--- src/hdl/uart_break_regs.svh ---
// register map, field positions, reset values and bit counts of the break/wake block
// assumes a 32-bit word register port with byte addresses
`ifndef UART_BREAK_REGS_SVH
`define UART_BREAK_REGS_SVH

// ****************************************************************
// register offsets
// ****************************************************************
`define OFS_TX_DATA   8'h00
`define OFS_RX_DATA   8'h04
`define OFS_TX_CTRL   8'h08
`define OFS_RX_CTRL   8'h0c
`define OFS_BAUD_CTRL 8'h10
`define OFS_BAUD_DIV  8'h14

// ****************************************************************
// field positions
// ****************************************************************
`define TXC_ON     0
`define TXC_SEND_BREAK_REQUEST  1
`define TXC_SHIFT_REG_EMPTY_FLAG   2
`define TXC_TRANSMIT_BUFFER_EMPTY_FLAG   3
`define RXC_EN     0
`define RXC_SYNC   1
`define RXC_FRAMING_ERROR_FLAG   2
`define RXC_RECEIVE_INT_FLAG   3
`define BC_AUTOBAUD_ENABLE   0
`define BC_WUE     1
`define BC_RECEIVE_IDLE_FLAG   6

// ****************************************************************
// reset values and counts
// ****************************************************************
`define DIV_RESET   16'h0043
`define OS_LAST     4'hf
`define OS_MID      4'h7
`define DATA_BITS   4'h9
`define BRK_BITS    4'hd
`define RX_BITS     4'h8
`define AB_RISES    3'h5
`define AB_SHIFT    7
`define AB_MAX      16'hffff

`endif

--- src/hdl/uart_break_pkg.sv ---
// types shared by the break/wake transceiver and its tick divider
// assumes nothing beyond the register header
package uart_break_pkg;

  typedef enum logic [1:0] {TX_IDLE, TX_BITS, TX_STOP} tx_state_t;
  typedef enum logic [1:0] {RX_IDLE, RX_START, RX_DATA, RX_STOP} rx_state_t;
  typedef enum logic [1:0] {AB_FALL, AB_RISE1, AB_COUNT} ab_state_t;

  typedef struct packed {
    logic [7:0]  addr;
    logic [31:0] wdata;
    logic        wr;
    logic        rd;
  } reg_req_t;

  typedef struct packed {
    logic [15:0] cnt;
    logic        tick;
  } tick_state_t;

endpackage

--- src/hdl/uart_break_wakeup.sv ---
// break transmit, break receive, wake-on-break and auto-baud of a serial transceiver
// assumes rx_pin is asynchronous; sleep and the register port are on clk
//
// Added by the designer: strobed register access and the placing of the registers.
`timescale 1ns/100ps
`default_nettype none
`include "uart_break_regs.svh"

// Notes on behaviour
// - sleep stops baud ticks and normal reception
// - wake-on-break only in asynchronous mode
// - wake enabled: receiver held idle, watching line
// - wake event is falling edge on rx
// - wake event sets receive interrupt flag
// - reading receive data clears receive flag
// - rising edge ending break clears wake enable
// - nonzero char: first low stretch is wake
// - wake clear needs no baud ticks
// - break is start, twelve zeros, stop
// - data write with send-break starts break
// - send-break cleared after break stop bit
// - shift-empty flag tracks breaks like characters
// - transmit flag shows data register empty
// - received break: flag, framing error, zero data
// - after wake, next byte received normally
// - wake plus auto-baud measures following byte
module uart_break_wakeup (
  input  wire logic                        clk,
  input  wire logic                        rst_n,
  input  wire uart_break_pkg::reg_req_t    bus_req,
  output logic [31:0]                      rdata,
  input  wire logic                        rx_pin,
  input  wire logic                        sleep,
  output logic                             tx_pin,
  output logic                             receive_int_flag,
  output logic                             transmit_buffer_empty_flag
);

  typedef struct packed {
    logic                      rx_meta;
    logic                      rx_sync;
    logic                      rx_prev;
    uart_break_pkg::tx_state_t tx_state;
    logic                      transmitter_on;
    logic                      send_break_request;
    logic                      brk;
    logic [7:0]                tx_buf;
    logic                      tx_empty;
    logic [8:0]                tx_shift;
    logic [3:0]                tx_bits;
    logic [3:0]                tx_os;
    logic                      tx_line;
    uart_break_pkg::rx_state_t rx_state;
    logic                      rx_en;
    logic                      sync_mode;
    logic                      wake_on_break_enable;
    logic                      wake_fall;
    logic                      autobaud_enable;
    uart_break_pkg::ab_state_t ab_state;
    logic [2:0]                ab_rises;
    logic [15:0]               ab_cnt;
    logic                      rx_int;
    logic                      framing_error_flag;
    logic [7:0]                rx_data;
    logic [7:0]                rx_shift;
    logic [3:0]                rx_bits;
    logic [3:0]                rx_os;
    logic [15:0]               div;
    logic [31:0]               rdata;
  } core_state_t;

  core_state_t st_reg;
  core_state_t st_next;
  logic        tick;
  logic        rx_fall;
  logic        rx_rise;

  function automatic logic hit(input uart_break_pkg::reg_req_t r, input logic [7:0] ofs);
    hit = r.addr == ofs;
  endfunction

  // ****************************************************************
  // oversampling tick, halted in sleep
  // ****************************************************************
  baud_tick #(.W(16)) u_tick (
    .clk     (clk),
    .rst_n   (rst_n),
    .enable  (!sleep),
    .divisor (st_reg.div),
    .tick    (tick)
  );

  // edges look only at the second synchroniser stage and its delayed copy
  assign rx_fall = st_reg.rx_prev & ~st_reg.rx_sync;
  assign rx_rise = ~st_reg.rx_prev & st_reg.rx_sync;

  // ****************************************************************
  // next state
  // ****************************************************************
  always_comb begin
    st_next = st_reg;
    st_next.rx_meta = rx_pin;
    st_next.rx_sync = st_reg.rx_meta;
    st_next.rx_prev = st_reg.rx_sync;
    st_next.rdata = 32'h0000_0000;

    // register writes
    if (bus_req.wr) begin
      if (hit(bus_req, `OFS_TX_DATA) && st_reg.tx_empty) begin
        st_next.tx_buf = bus_req.wdata[7:0];
        st_next.tx_empty = 1'b0;
      end
      if (hit(bus_req, `OFS_TX_CTRL)) begin
        st_next.transmitter_on = bus_req.wdata[`TXC_ON];
        st_next.send_break_request = bus_req.wdata[`TXC_SEND_BREAK_REQUEST];
      end
      if (hit(bus_req, `OFS_RX_CTRL)) begin
        st_next.rx_en = bus_req.wdata[`RXC_EN];
        st_next.sync_mode = bus_req.wdata[`RXC_SYNC];
      end
      if (hit(bus_req, `OFS_BAUD_CTRL)) begin
        st_next.autobaud_enable = bus_req.wdata[`BC_AUTOBAUD_ENABLE];
        st_next.wake_on_break_enable = bus_req.wdata[`BC_WUE];
        st_next.ab_state = uart_break_pkg::AB_FALL;
      end
      if (hit(bus_req, `OFS_BAUD_DIV)) begin
        st_next.div = bus_req.wdata[15:0];
      end
    end

    // register reads; the flag clear comes first so that a set below wins
    if (bus_req.rd) begin
      unique case (bus_req.addr)
        `OFS_RX_DATA: begin
          st_next.rdata[7:0] = st_reg.rx_data;
          st_next.rx_int = 1'b0;
        end
        `OFS_TX_CTRL: begin
          st_next.rdata[`TXC_ON] = st_reg.transmitter_on;
          st_next.rdata[`TXC_SEND_BREAK_REQUEST] = st_reg.send_break_request;
          st_next.rdata[`TXC_SHIFT_REG_EMPTY_FLAG] = st_reg.tx_state == uart_break_pkg::TX_IDLE;
          st_next.rdata[`TXC_TRANSMIT_BUFFER_EMPTY_FLAG] = st_reg.tx_empty;
        end
        `OFS_RX_CTRL: begin
          st_next.rdata[`RXC_EN] = st_reg.rx_en;
          st_next.rdata[`RXC_SYNC] = st_reg.sync_mode;
          st_next.rdata[`RXC_FRAMING_ERROR_FLAG] = st_reg.framing_error_flag;
          st_next.rdata[`RXC_RECEIVE_INT_FLAG] = st_reg.rx_int;
        end
        `OFS_BAUD_CTRL: begin
          st_next.rdata[`BC_AUTOBAUD_ENABLE] = st_reg.autobaud_enable;
          st_next.rdata[`BC_WUE] = st_reg.wake_on_break_enable;
          st_next.rdata[`BC_RECEIVE_IDLE_FLAG] = st_reg.rx_state == uart_break_pkg::RX_IDLE &&
                                     st_reg.ab_state == uart_break_pkg::AB_FALL;
        end
        `OFS_BAUD_DIV: st_next.rdata[15:0] = st_reg.div;
        default: st_next.rdata = 32'h0000_0000;
      endcase
    end

    // ****************************************************************
    // transmitter
    // ****************************************************************
    unique case (st_reg.tx_state)
      uart_break_pkg::TX_IDLE: begin
        st_next.tx_line = 1'b1;
        if (!st_reg.tx_empty && st_reg.transmitter_on && !sleep) begin
          // buffered byte is dropped when a break is pending
          st_next.brk = st_reg.send_break_request;
          st_next.tx_shift = st_reg.send_break_request ? 9'h000 : {st_reg.tx_buf, 1'b0};
          st_next.tx_bits = st_reg.send_break_request ? `BRK_BITS : `DATA_BITS;
          st_next.tx_os = 4'h0;
          st_next.tx_empty = 1'b1;
          st_next.tx_line = 1'b0;
          st_next.tx_state = uart_break_pkg::TX_BITS;
        end
      end
      uart_break_pkg::TX_BITS: begin
        if (tick) begin
          st_next.tx_os = st_reg.tx_os + 4'h1;
          if (st_reg.tx_os == `OS_LAST) begin
            st_next.tx_shift = {1'b0, st_reg.tx_shift[8:1]};
            st_next.tx_bits = st_reg.tx_bits - 4'h1;
            st_next.tx_line = st_reg.tx_shift[1];
            if (st_reg.tx_bits == 4'h1) begin
              st_next.tx_line = 1'b1;
              st_next.tx_state = uart_break_pkg::TX_STOP;
            end
          end
        end
      end
      uart_break_pkg::TX_STOP: begin
        if (tick) begin
          st_next.tx_os = st_reg.tx_os + 4'h1;
          if (st_reg.tx_os == `OS_LAST) begin
            // clearing here lets a preloaded sync byte follow as data
            if (st_reg.brk) begin
              st_next.send_break_request = 1'b0;
            end
            st_next.brk = 1'b0;
            st_next.tx_state = uart_break_pkg::TX_IDLE;
          end
        end
      end
      default: st_next.tx_state = uart_break_pkg::TX_IDLE;
    endcase

    // ****************************************************************
    // wake on break: runs on the line edges alone, no tick needed
    // ****************************************************************
    if (st_reg.wake_on_break_enable && !st_reg.sync_mode) begin
      if (rx_fall) begin
        st_next.rx_int = 1'b1;
        st_next.wake_fall = 1'b1;
      end else if (st_reg.wake_fall && rx_rise) begin
        st_next.wake_on_break_enable = 1'b0;
        st_next.wake_fall = 1'b0;
      end
    end else begin
      st_next.wake_fall = 1'b0;
    end

    // ****************************************************************
    // auto-baud: measures eight bit times of a sync byte
    // ****************************************************************
    if (st_reg.autobaud_enable && !st_reg.wake_on_break_enable && st_reg.rx_en &&
        !st_reg.sync_mode && !sleep) begin
      unique case (st_reg.ab_state)
        uart_break_pkg::AB_FALL: begin
          if (rx_fall) begin
            st_next.ab_state = uart_break_pkg::AB_RISE1;
          end
        end
        uart_break_pkg::AB_RISE1: begin
          if (rx_rise) begin
            st_next.ab_cnt = 16'h0001;
            st_next.ab_rises = 3'h1;
            st_next.ab_state = uart_break_pkg::AB_COUNT;
          end
        end
        uart_break_pkg::AB_COUNT: begin
          if (st_reg.ab_cnt != `AB_MAX) begin
            st_next.ab_cnt = st_reg.ab_cnt + 16'h0001;
          end
          if (rx_rise) begin
            st_next.ab_rises = st_reg.ab_rises + 3'h1;
            if (st_reg.ab_rises == `AB_RISES - 3'h1) begin
              st_next.div = (st_reg.ab_cnt >> `AB_SHIFT) - 16'h0001;
              st_next.autobaud_enable = 1'b0;
              st_next.rx_int = 1'b1;
              st_next.ab_state = uart_break_pkg::AB_FALL;
            end
          end
        end
        default: st_next.ab_state = uart_break_pkg::AB_FALL;
      endcase
    end

    // ****************************************************************
    // receiver; held idle while waking, measuring or asleep
    // ****************************************************************
    unique case (st_reg.rx_state)
      uart_break_pkg::RX_IDLE: begin
        if (rx_fall && st_reg.rx_en && !st_reg.sync_mode && !sleep &&
            !st_reg.wake_on_break_enable && !st_reg.autobaud_enable) begin
          st_next.rx_os = 4'h0;
          st_next.rx_state = uart_break_pkg::RX_START;
        end
      end
      uart_break_pkg::RX_START: begin
        if (tick) begin
          st_next.rx_os = st_reg.rx_os + 4'h1;
          if (st_reg.rx_os == `OS_MID) begin
            st_next.rx_os = 4'h0;
            st_next.rx_bits = 4'h0;
            st_next.rx_state = st_reg.rx_sync ? uart_break_pkg::RX_IDLE
                                              : uart_break_pkg::RX_DATA;
          end
        end
      end
      uart_break_pkg::RX_DATA: begin
        if (tick) begin
          st_next.rx_os = st_reg.rx_os + 4'h1;
          if (st_reg.rx_os == `OS_LAST) begin
            st_next.rx_shift = {st_reg.rx_sync, st_reg.rx_shift[7:1]};
            st_next.rx_bits = st_reg.rx_bits + 4'h1;
            if (st_reg.rx_bits == `RX_BITS - 4'h1) begin
              st_next.rx_state = uart_break_pkg::RX_STOP;
            end
          end
        end
      end
      uart_break_pkg::RX_STOP: begin
        if (tick) begin
          st_next.rx_os = st_reg.rx_os + 4'h1;
          if (st_reg.rx_os == `OS_LAST) begin
            // a break lands here as zero data with a low stop bit
            st_next.rx_data = st_reg.rx_shift;
            st_next.framing_error_flag = ~st_reg.rx_sync;
            st_next.rx_int = 1'b1;
            st_next.rx_state = uart_break_pkg::RX_IDLE;
          end
        end
      end
    endcase
    if (sleep) begin
      st_next.rx_state = uart_break_pkg::RX_IDLE;
    end
  end

  always_ff @(posedge clk) begin
    if (!rst_n) begin
      st_reg <= '0;
      st_reg.rx_meta <= 1'b1;
      st_reg.rx_sync <= 1'b1;
      st_reg.rx_prev <= 1'b1;
      st_reg.tx_line <= 1'b1;
      st_reg.tx_empty <= 1'b1;
      st_reg.div <= `DIV_RESET;
    end else begin
      st_reg <= st_next;
    end
  end

  assign rdata = st_reg.rdata;
  assign tx_pin = st_reg.tx_line;
  assign receive_int_flag = st_reg.rx_int;
  assign transmit_buffer_empty_flag = st_reg.tx_empty;
endmodule

`default_nettype wire

--- src/hdl/baud_tick.sv ---
// sixteen-times oversampling tick divider
// assumes divisor is steady between writes; enable low stops ticks
`timescale 1ns/100ps
`default_nettype none

module baud_tick #(
  parameter int W = 16
) (
  input  wire logic                        clk,
  input  wire logic                        rst_n,
  input  wire logic                        enable,
  input  wire logic [W-1:0]                divisor,
  output logic                             tick
);

  uart_break_pkg::tick_state_t st_reg;
  uart_break_pkg::tick_state_t st_next;

  always_comb begin
    st_next = st_reg;
    st_next.tick = 1'b0;
    if (!enable) begin
      st_next.cnt = '0;
    end else if (st_reg.cnt >= 16'(divisor)) begin
      st_next.cnt = '0;
      st_next.tick = 1'b1;
    end else begin
      st_next.cnt = st_reg.cnt + 16'h0001;
    end
  end

  always_ff @(posedge clk) begin
    if (!rst_n) begin
      st_reg <= '0;
    end else begin
      st_reg <= st_next;
    end
  end

  assign tick = st_reg.tick;
endmodule

`default_nettype wire

--- config.mk ---
export PLATFORM = sky130hd
export DESIGN_NAME = uart_break_wakeup
export DESIGN_NICKNAME = d
export VERILOG_FILES = /design/src/hdl/uart_break_pkg.sv /design/src/hdl/uart_break_wakeup.sv /design/src/hdl/baud_tick.sv
export VERILOG_INCLUDE_DIRS = /design/src /design/src/hdl
export SDC_FILE = /design/constraint.sdc
export NUM_CORES = 1
export LEC_CHECK = 0
export BUFFER_PORTS_ARGS = -buffer_cell sky130_fd_sc_hd__buf_2
export CAP_MARGIN = 20
export CELL_PAD_IN_SITES_DETAIL_PLACEMENT = 1
export CELL_PAD_IN_SITES_GLOBAL_PLACEMENT = 1
export CORE_MARGIN = 1
export CORE_UTILIZATION = 48
export DETAILED_ROUTE_END_ITERATION = 16
export GPL_TIMING_DRIVEN = 0
export PLACE_DENSITY = 0.83
export SYNTH_ARGS = -nofsm -noshare
export SYNTH_HDL_FRONTEND = slang
export SYNTH_SLANG_ARGS = --single-unit
export TNS_END_PERCENT = 20
--- constraint.sdc ---
create_clock -name clk -period 4.24 [get_ports clk]
set_clock_uncertainty 0.1 [all_clocks]
set_input_delay 0.424 -clock clk [delete_from_list [all_inputs] [get_ports clk]]
set_output_delay 0.424 -clock clk [all_outputs]
set_load 0.01 [all_outputs]
### Word level (Yosys, flattened, before mapping)

Index checks and enable logic that the tools add are counted.

* register bits after elaboration: 154
* logic and storage cells: 220

* order comparisons: 1
* add/sub/neg operators: 8
* reductions and logical operators: 50
* bitwise gates (word level): 5
* muxes and demuxes: 86
* equal/unequal tests: 36

Operators by type and width (count)
* 16-bit 2-to-1 mux: 7
* 2-bit 2-to-1 mux: 19
* 19-bit case mux with 2 select lines: 1
* 16-bit by 1-bit adder with 16-bit output (second input constant): 2
* 10-bit 2-to-1 mux: 3
* 13-bit case mux with 2 select lines: 1
* 1-bit 2-to-1 mux: 24
* 8-bit 2-to-1 mux: 3
* 4-bit AND reduction: 6
* 23-bit 2-to-1 mux: 1
* 21-bit 2-to-1 mux: 1
* 2-bit inequality test (second input constant): 10
* 19-bit 2-to-1 mux: 1
* 18-bit 2-to-1 mux: 1
* 8-bit by 4-bit equality test with 1-bit output (second input constant): 2
* 8-bit by 5-bit equality test with 1-bit output (second input constant): 2
* 16-bit >= comparator: 1
* 4-bit 2-to-1 mux: 4
* 16-bit inequality test (second input constant): 1
* 2-bit case mux with 4 select lines: 2
* 4-bit case mux with 4 select lines: 1
* 1-bit logical AND: 15
* 2-bit by 1-bit inequality test with 1-bit output (second input constant): 7
* 13-bit 2-to-1 mux: 1
* other kinds (35): 70

### Logic depth before layout (Yosys ltp)

* depth in word-level cells: 12
* gate-level depth with buffers: 9
* gate-level depth less buffers: 7

### Cells and area by module

From an unflattened synthesis, not the netlist that was laid out.

* cell total of the unflattened synthesis: 828
* area total of the unflattened synthesis: 7324.5 µm²

Modules (own cells, without submodules)
* uart_break_wakeup: cells an instance 692, times used 1, area each 6159.7 µm²
* baud_tick: cells an instance 136, times used 1, area each 1164.9 µm²

### Worst setup path before layout

OpenSTA, ideal clock, no wires.

* path kind: flip-flop to flip-flop
* start: register st_reg[39] in the netlist's numbering
* end: register u_tick.st_reg[10] in the netlist's numbering
* required time: 4062 ps
* library setup time: 78 ps
* arrival: 2178 ps
* buffers on the path: 1
* stages on the path, launching flop included: 9
* setup slack: 1884 ps
* clock period less this slack: 2356 ps
* path through: dfxtp_1 > inv_1 > ha_1 > and3_1 > a221o_1 > a221o_1 > a211o_1 > clkbuf_1 > nor3_1

* longest elaborated chain between the ends: 2

Ends and longest elaborated chain
* from (decl): line uart_break_wakeup.sv:72 `core_state_t st_reg;`
* from (signal assigned): line uart_break_wakeup.sv:321 `st_reg <= st_next;`
* 16-bit >= comparator: line baud_tick.sv:24 `end else if (st_reg.cnt >= 16'(divisor)) begin`
* 3-bit OR reduction (no line)
* to (signal assigned): line baud_tick.sv:36 `st_reg <= st_next;`
* to (decl): line baud_tick.sv:16 `uart_break_pkg::tick_state_t st_reg;`

No other way between the ends.
A chain may end at the register's enable or synchronous reset.

### Worst setup path after layout

* start: register st_reg[98] in the netlist's numbering
* end: register st_reg[38] in the netlist's numbering

* longest elaborated chain between the ends: 4

Ends and longest elaborated chain
* 1-bit logical NOT: line uart_break_wakeup.sv:227 `!st_reg.sync_mode && !sleep) begin`
* 1-bit logical AND: line uart_break_wakeup.sv:226 `if (st_reg.autobaud_enable && !st_reg.wake_on_break_enable && st_reg.rx_en &&`
* 1-bit logical AND: line uart_break_wakeup.sv:227
* 16-bit 2-to-1 mux: line uart_break_wakeup.sv:226

No other way between the ends.

==> key figures <==
Outcome
  – Outcome: complete, no violations

Critical path
  – Worst r2r path cells: 7
  – CP Capture Type: flop
  – CP cell instances: nor4b_1, nand3_1, or2_2, clkbuf_1, buf_2, mux2i_1, nand2_1
  – Critical path endpoint: st_reg[38]$_SDFF_PN1_
  – Worst Setup SP: st_reg[98]$_SDFFE_PN0P_
  – Max stage delay cell, worst path: nor4b_1
  – Worst reg2reg setup slack: 1.37 ns
  – R2r endpoint: st_reg[38]$_SDFF_PN1_
  – CP Launch Type: flop
  – CP delay by family, top: simple AND/OR/NAND/NOR gates
  – FF-to-FF Start: st_reg[98]$_SDFFE_PN0P_
  – Worst stage delay on the critical path: 0.70 ns
  – Worst-path fanout max: 10
  – Crit Path Class: flop to flop
  – Crit path buffers/inverters: 2
  – CP Depth: 7
  – CP required: 4.42 ns
  – WP data arrival: 3.05 ns

Yosys
  – Post-synth EDFFs: 0
  – Mean Syn Cell Area: 8.61 µm²
  – Main synth FF type: dfxtp_1
  – Unique masters post-synth: 66
  – Mapped Area: 0.00698 mm²
  – #FFs+latches synth: 137
  – Post-synth ARST share: 0
  – Syn. warnings: 0
  – Mapped Cells: 810
  – Seq/Total Area, Yosys: 0.393

Placement
  – Placed cells: 1,050
  – GPL Wtd Cong: 0.875
  – DP Wirelength: 14,900 µm
  – Dpl cell area: 0.00748 mm²
  – Number of port buffers: 45

Finish
  – Max FFs per register: 98
  – Final core occ: 0.572
  – Final Cell Area: 0.00804 mm²
  – Fillers: 1,705
  – Share of cells above drive strength 1: 0.150
  – Area Growth Syn to Fin: 15.2%
  – # diodes: 0
  – Post-Layout Cell Count: 1,078
  – # nets final: 966

Routing
  – Routed via count: 6,174
  – DRC Markers: 0
  – DR WL/cell: 18.3 µm
  – Drt first pass iters: 5
  – Final ANT Viol Nets: 0
  – Final wirelength: 19,800 µm
  – Detail-routed via count per cell: 5.73
  – 1st-iter DRT viols: 361

Timing
  – Minimum clock period: 2.87 ns
  – Endpoints failing hold: 0
  – Slew Limit Headroom: 0.307
  – Slew Limit Fails: 0
  – Actual slew at the worst max-slew pin: 1.04 ns
  – Setup TNS: 0 ns
  – Setup repair after global routing missed its margin: false
  – Fmax: 0.349 GHz
  – Hold Slack: 0.0883 ns
  – Final setup viols: 0
  – Fin crit share: 0.676

Pwr
  – P_leak: 0.00314 µW
  – Pwr Density: 347 mW/mm²
  – VDD IR-drop max: 0.280 mV

Die
  – Die X: 123 µm
  – Initial Util: 0.497
  – # rows: 43
  – Core area: 0.0140 mm²
  – Ports: 81
  – Die Area: 0.0150 mm²
  – DIE HEIGHT: 123 µm

Clock tree
  – H-Tree Depth: 4
  – CTS buffer count: 17
  – Longest Clk Path Bufs: 2
  – Cts repair resizes: 0
  – Clk Latency, worst-skew pair: 0.42 ns
  – Clk sinks: 137
  – Hold bufs inserted after CTS: 0
  – Worst-path clk slew: 0.06 ns
  – Clk root buf: clkbuf_16
  – CTS tree: built
  – Postcts setup bufs: 0

Global route
  – Largest net degree at the start of global routing: 17
  – Vias in the first global route: 6,433
  – First-pass GRT wire length: 32,000 µm
  – Overall Global Routing Usage: 0.278
  – Gr ovfl total: 0
  – Initial antenna violation count: 0

Min path
  – Worst hold path type: input pin to flop
  – Worst hold start: rx_pin

Run
  – Max-Cap Viols: 0
logic make-up (layout without fill, tap and decap cells):
| logic type | after synthesis | count (layout) | synth area share |
|---|---|---|---|
| DFF | 137 | 137 | 0.393 |
| other | 1 | 16 | 0.000538 |
| and+or+nand+nor | 311 | 311 | 0.230 |
| buffers and inverters | 105 | 178 | 0.0773 |
| AOI/OAI and AO/OA | 136 | 136 | 0.120 |
| xor gates and xnor gates | 30 | 30 | 0.0377 |
| muxes | 59 | 59 | 0.0857 |
| adders and majority gates | 31 | 31 | 0.0552 |
layout by cell type, fill, tap and decap left out, types with 5 or more instances in the layout:
cell / instances
mux2_2: 6
o21ai_0: 41
conb_1: 16
dfxtp_1: 137
clkbuf_8: 6
mux2i_1: 53
a221oi_1: 8
nand4_1: 18
nor2b_1: 10
a22oi_1: 6
clkbuf_1: 27
and3_1: 8
and2_1: 5
nand2_1: 55
a21o_1: 5
nor4b_1: 6
xor2_1: 9
nor2_1: 83
nor3_1: 41
buf_4: 35
nand3b_1: 6
inv_1: 34
or3b_2: 5
ha_1: 30
buf_2: 49
a21oi_1: 45
nand2b_1: 7
clkbuf_16: 17
xnor2_1: 21
or3_1: 8
nand3_1: 29
worst min-delay path by stage:
stage                                    to  slack, ns  cells past startpoint
floorplan           st_next[134]$_SDFF_PN1_       0.29                      1
global placement    st_next[134]$_SDFF_PN1_       0.29                      1
detailed placement  st_next[134]$_SDFF_PN1_       0.29                      1
CTS                 st_next[135]$_SDFF_PN1_       0.08                      2
global route        st_next[135]$_SDFF_PN1_       0.07                      2
finish              st_next[135]$_SDFF_PN1_       0.09                      2
Yosys cell counts (9+ instances only):
| master | number | area, µm² |
|---|---|---|
| nor2_1 | 83 | 312 |
| xor2_1 | 9 | 78.8 |
| dfxtp_1 | 137 | 2740 |
| xnor2_1 | 21 | 184 |
| nand2_1 | 55 | 206 |
| o21ai_0 | 41 | 205 |
| inv_1 | 34 | 128 |
| nor2b_1 | 10 | 62.6 |
| clkbuf_1 | 26 | 97.6 |
| nand4_1 | 18 | 113 |
| nand3_1 | 29 | 145 |
| ha_1 | 30 | 375 |
| mux2i_1 | 53 | 531 |
| buf_4 | 35 | 263 |
| nor3_1 | 41 | 205 |
| a21oi_1 | 45 | 225 |
through the flow:
step           worst slack [ns]  total power, µW
2_1_floorplan              1.88             1380
3_3_place_gp               1.26             1410
3_5_place_dp               1.24             1420
4_1_cts                    1.34             2810
5_1_grt                    1.14             2870
6_report                   1.37             2790
layer usage:
layer	up-vias	GRT usage	wire (µm)
met2	118	0.486	9830
met5	-	0	0
met4	0	0.0960	408
li1	2978	-	-
met3	36	0.0627	738
met1	3042	0.334	8790
area by class of cell:
class	count	area (µm²)	area share
tap	180	225	0.0280
sequential	137	2740	0.341
buffer	71	412	0.0512
inverter	34	128	0.0159
clock inverter	3	40.0	0.00498
multi-input combinational	583	3750	0.466
timing repair buffer	46	230	0.0286
clock buffer	24	512	0.0637
power breakdown:
| group | internal (µW) | total, µW | switching (µW) |
|---|---|---|---|
| Sequential | 1290 | 1290 | 2.66 |
| Clock | 881 | 1400 | 518 |
| Combinational | 33.0 | 99.4 | 66.4 |
| Total | 2200 | 2790 | 587 |
(Power assumes the default switching activity.)
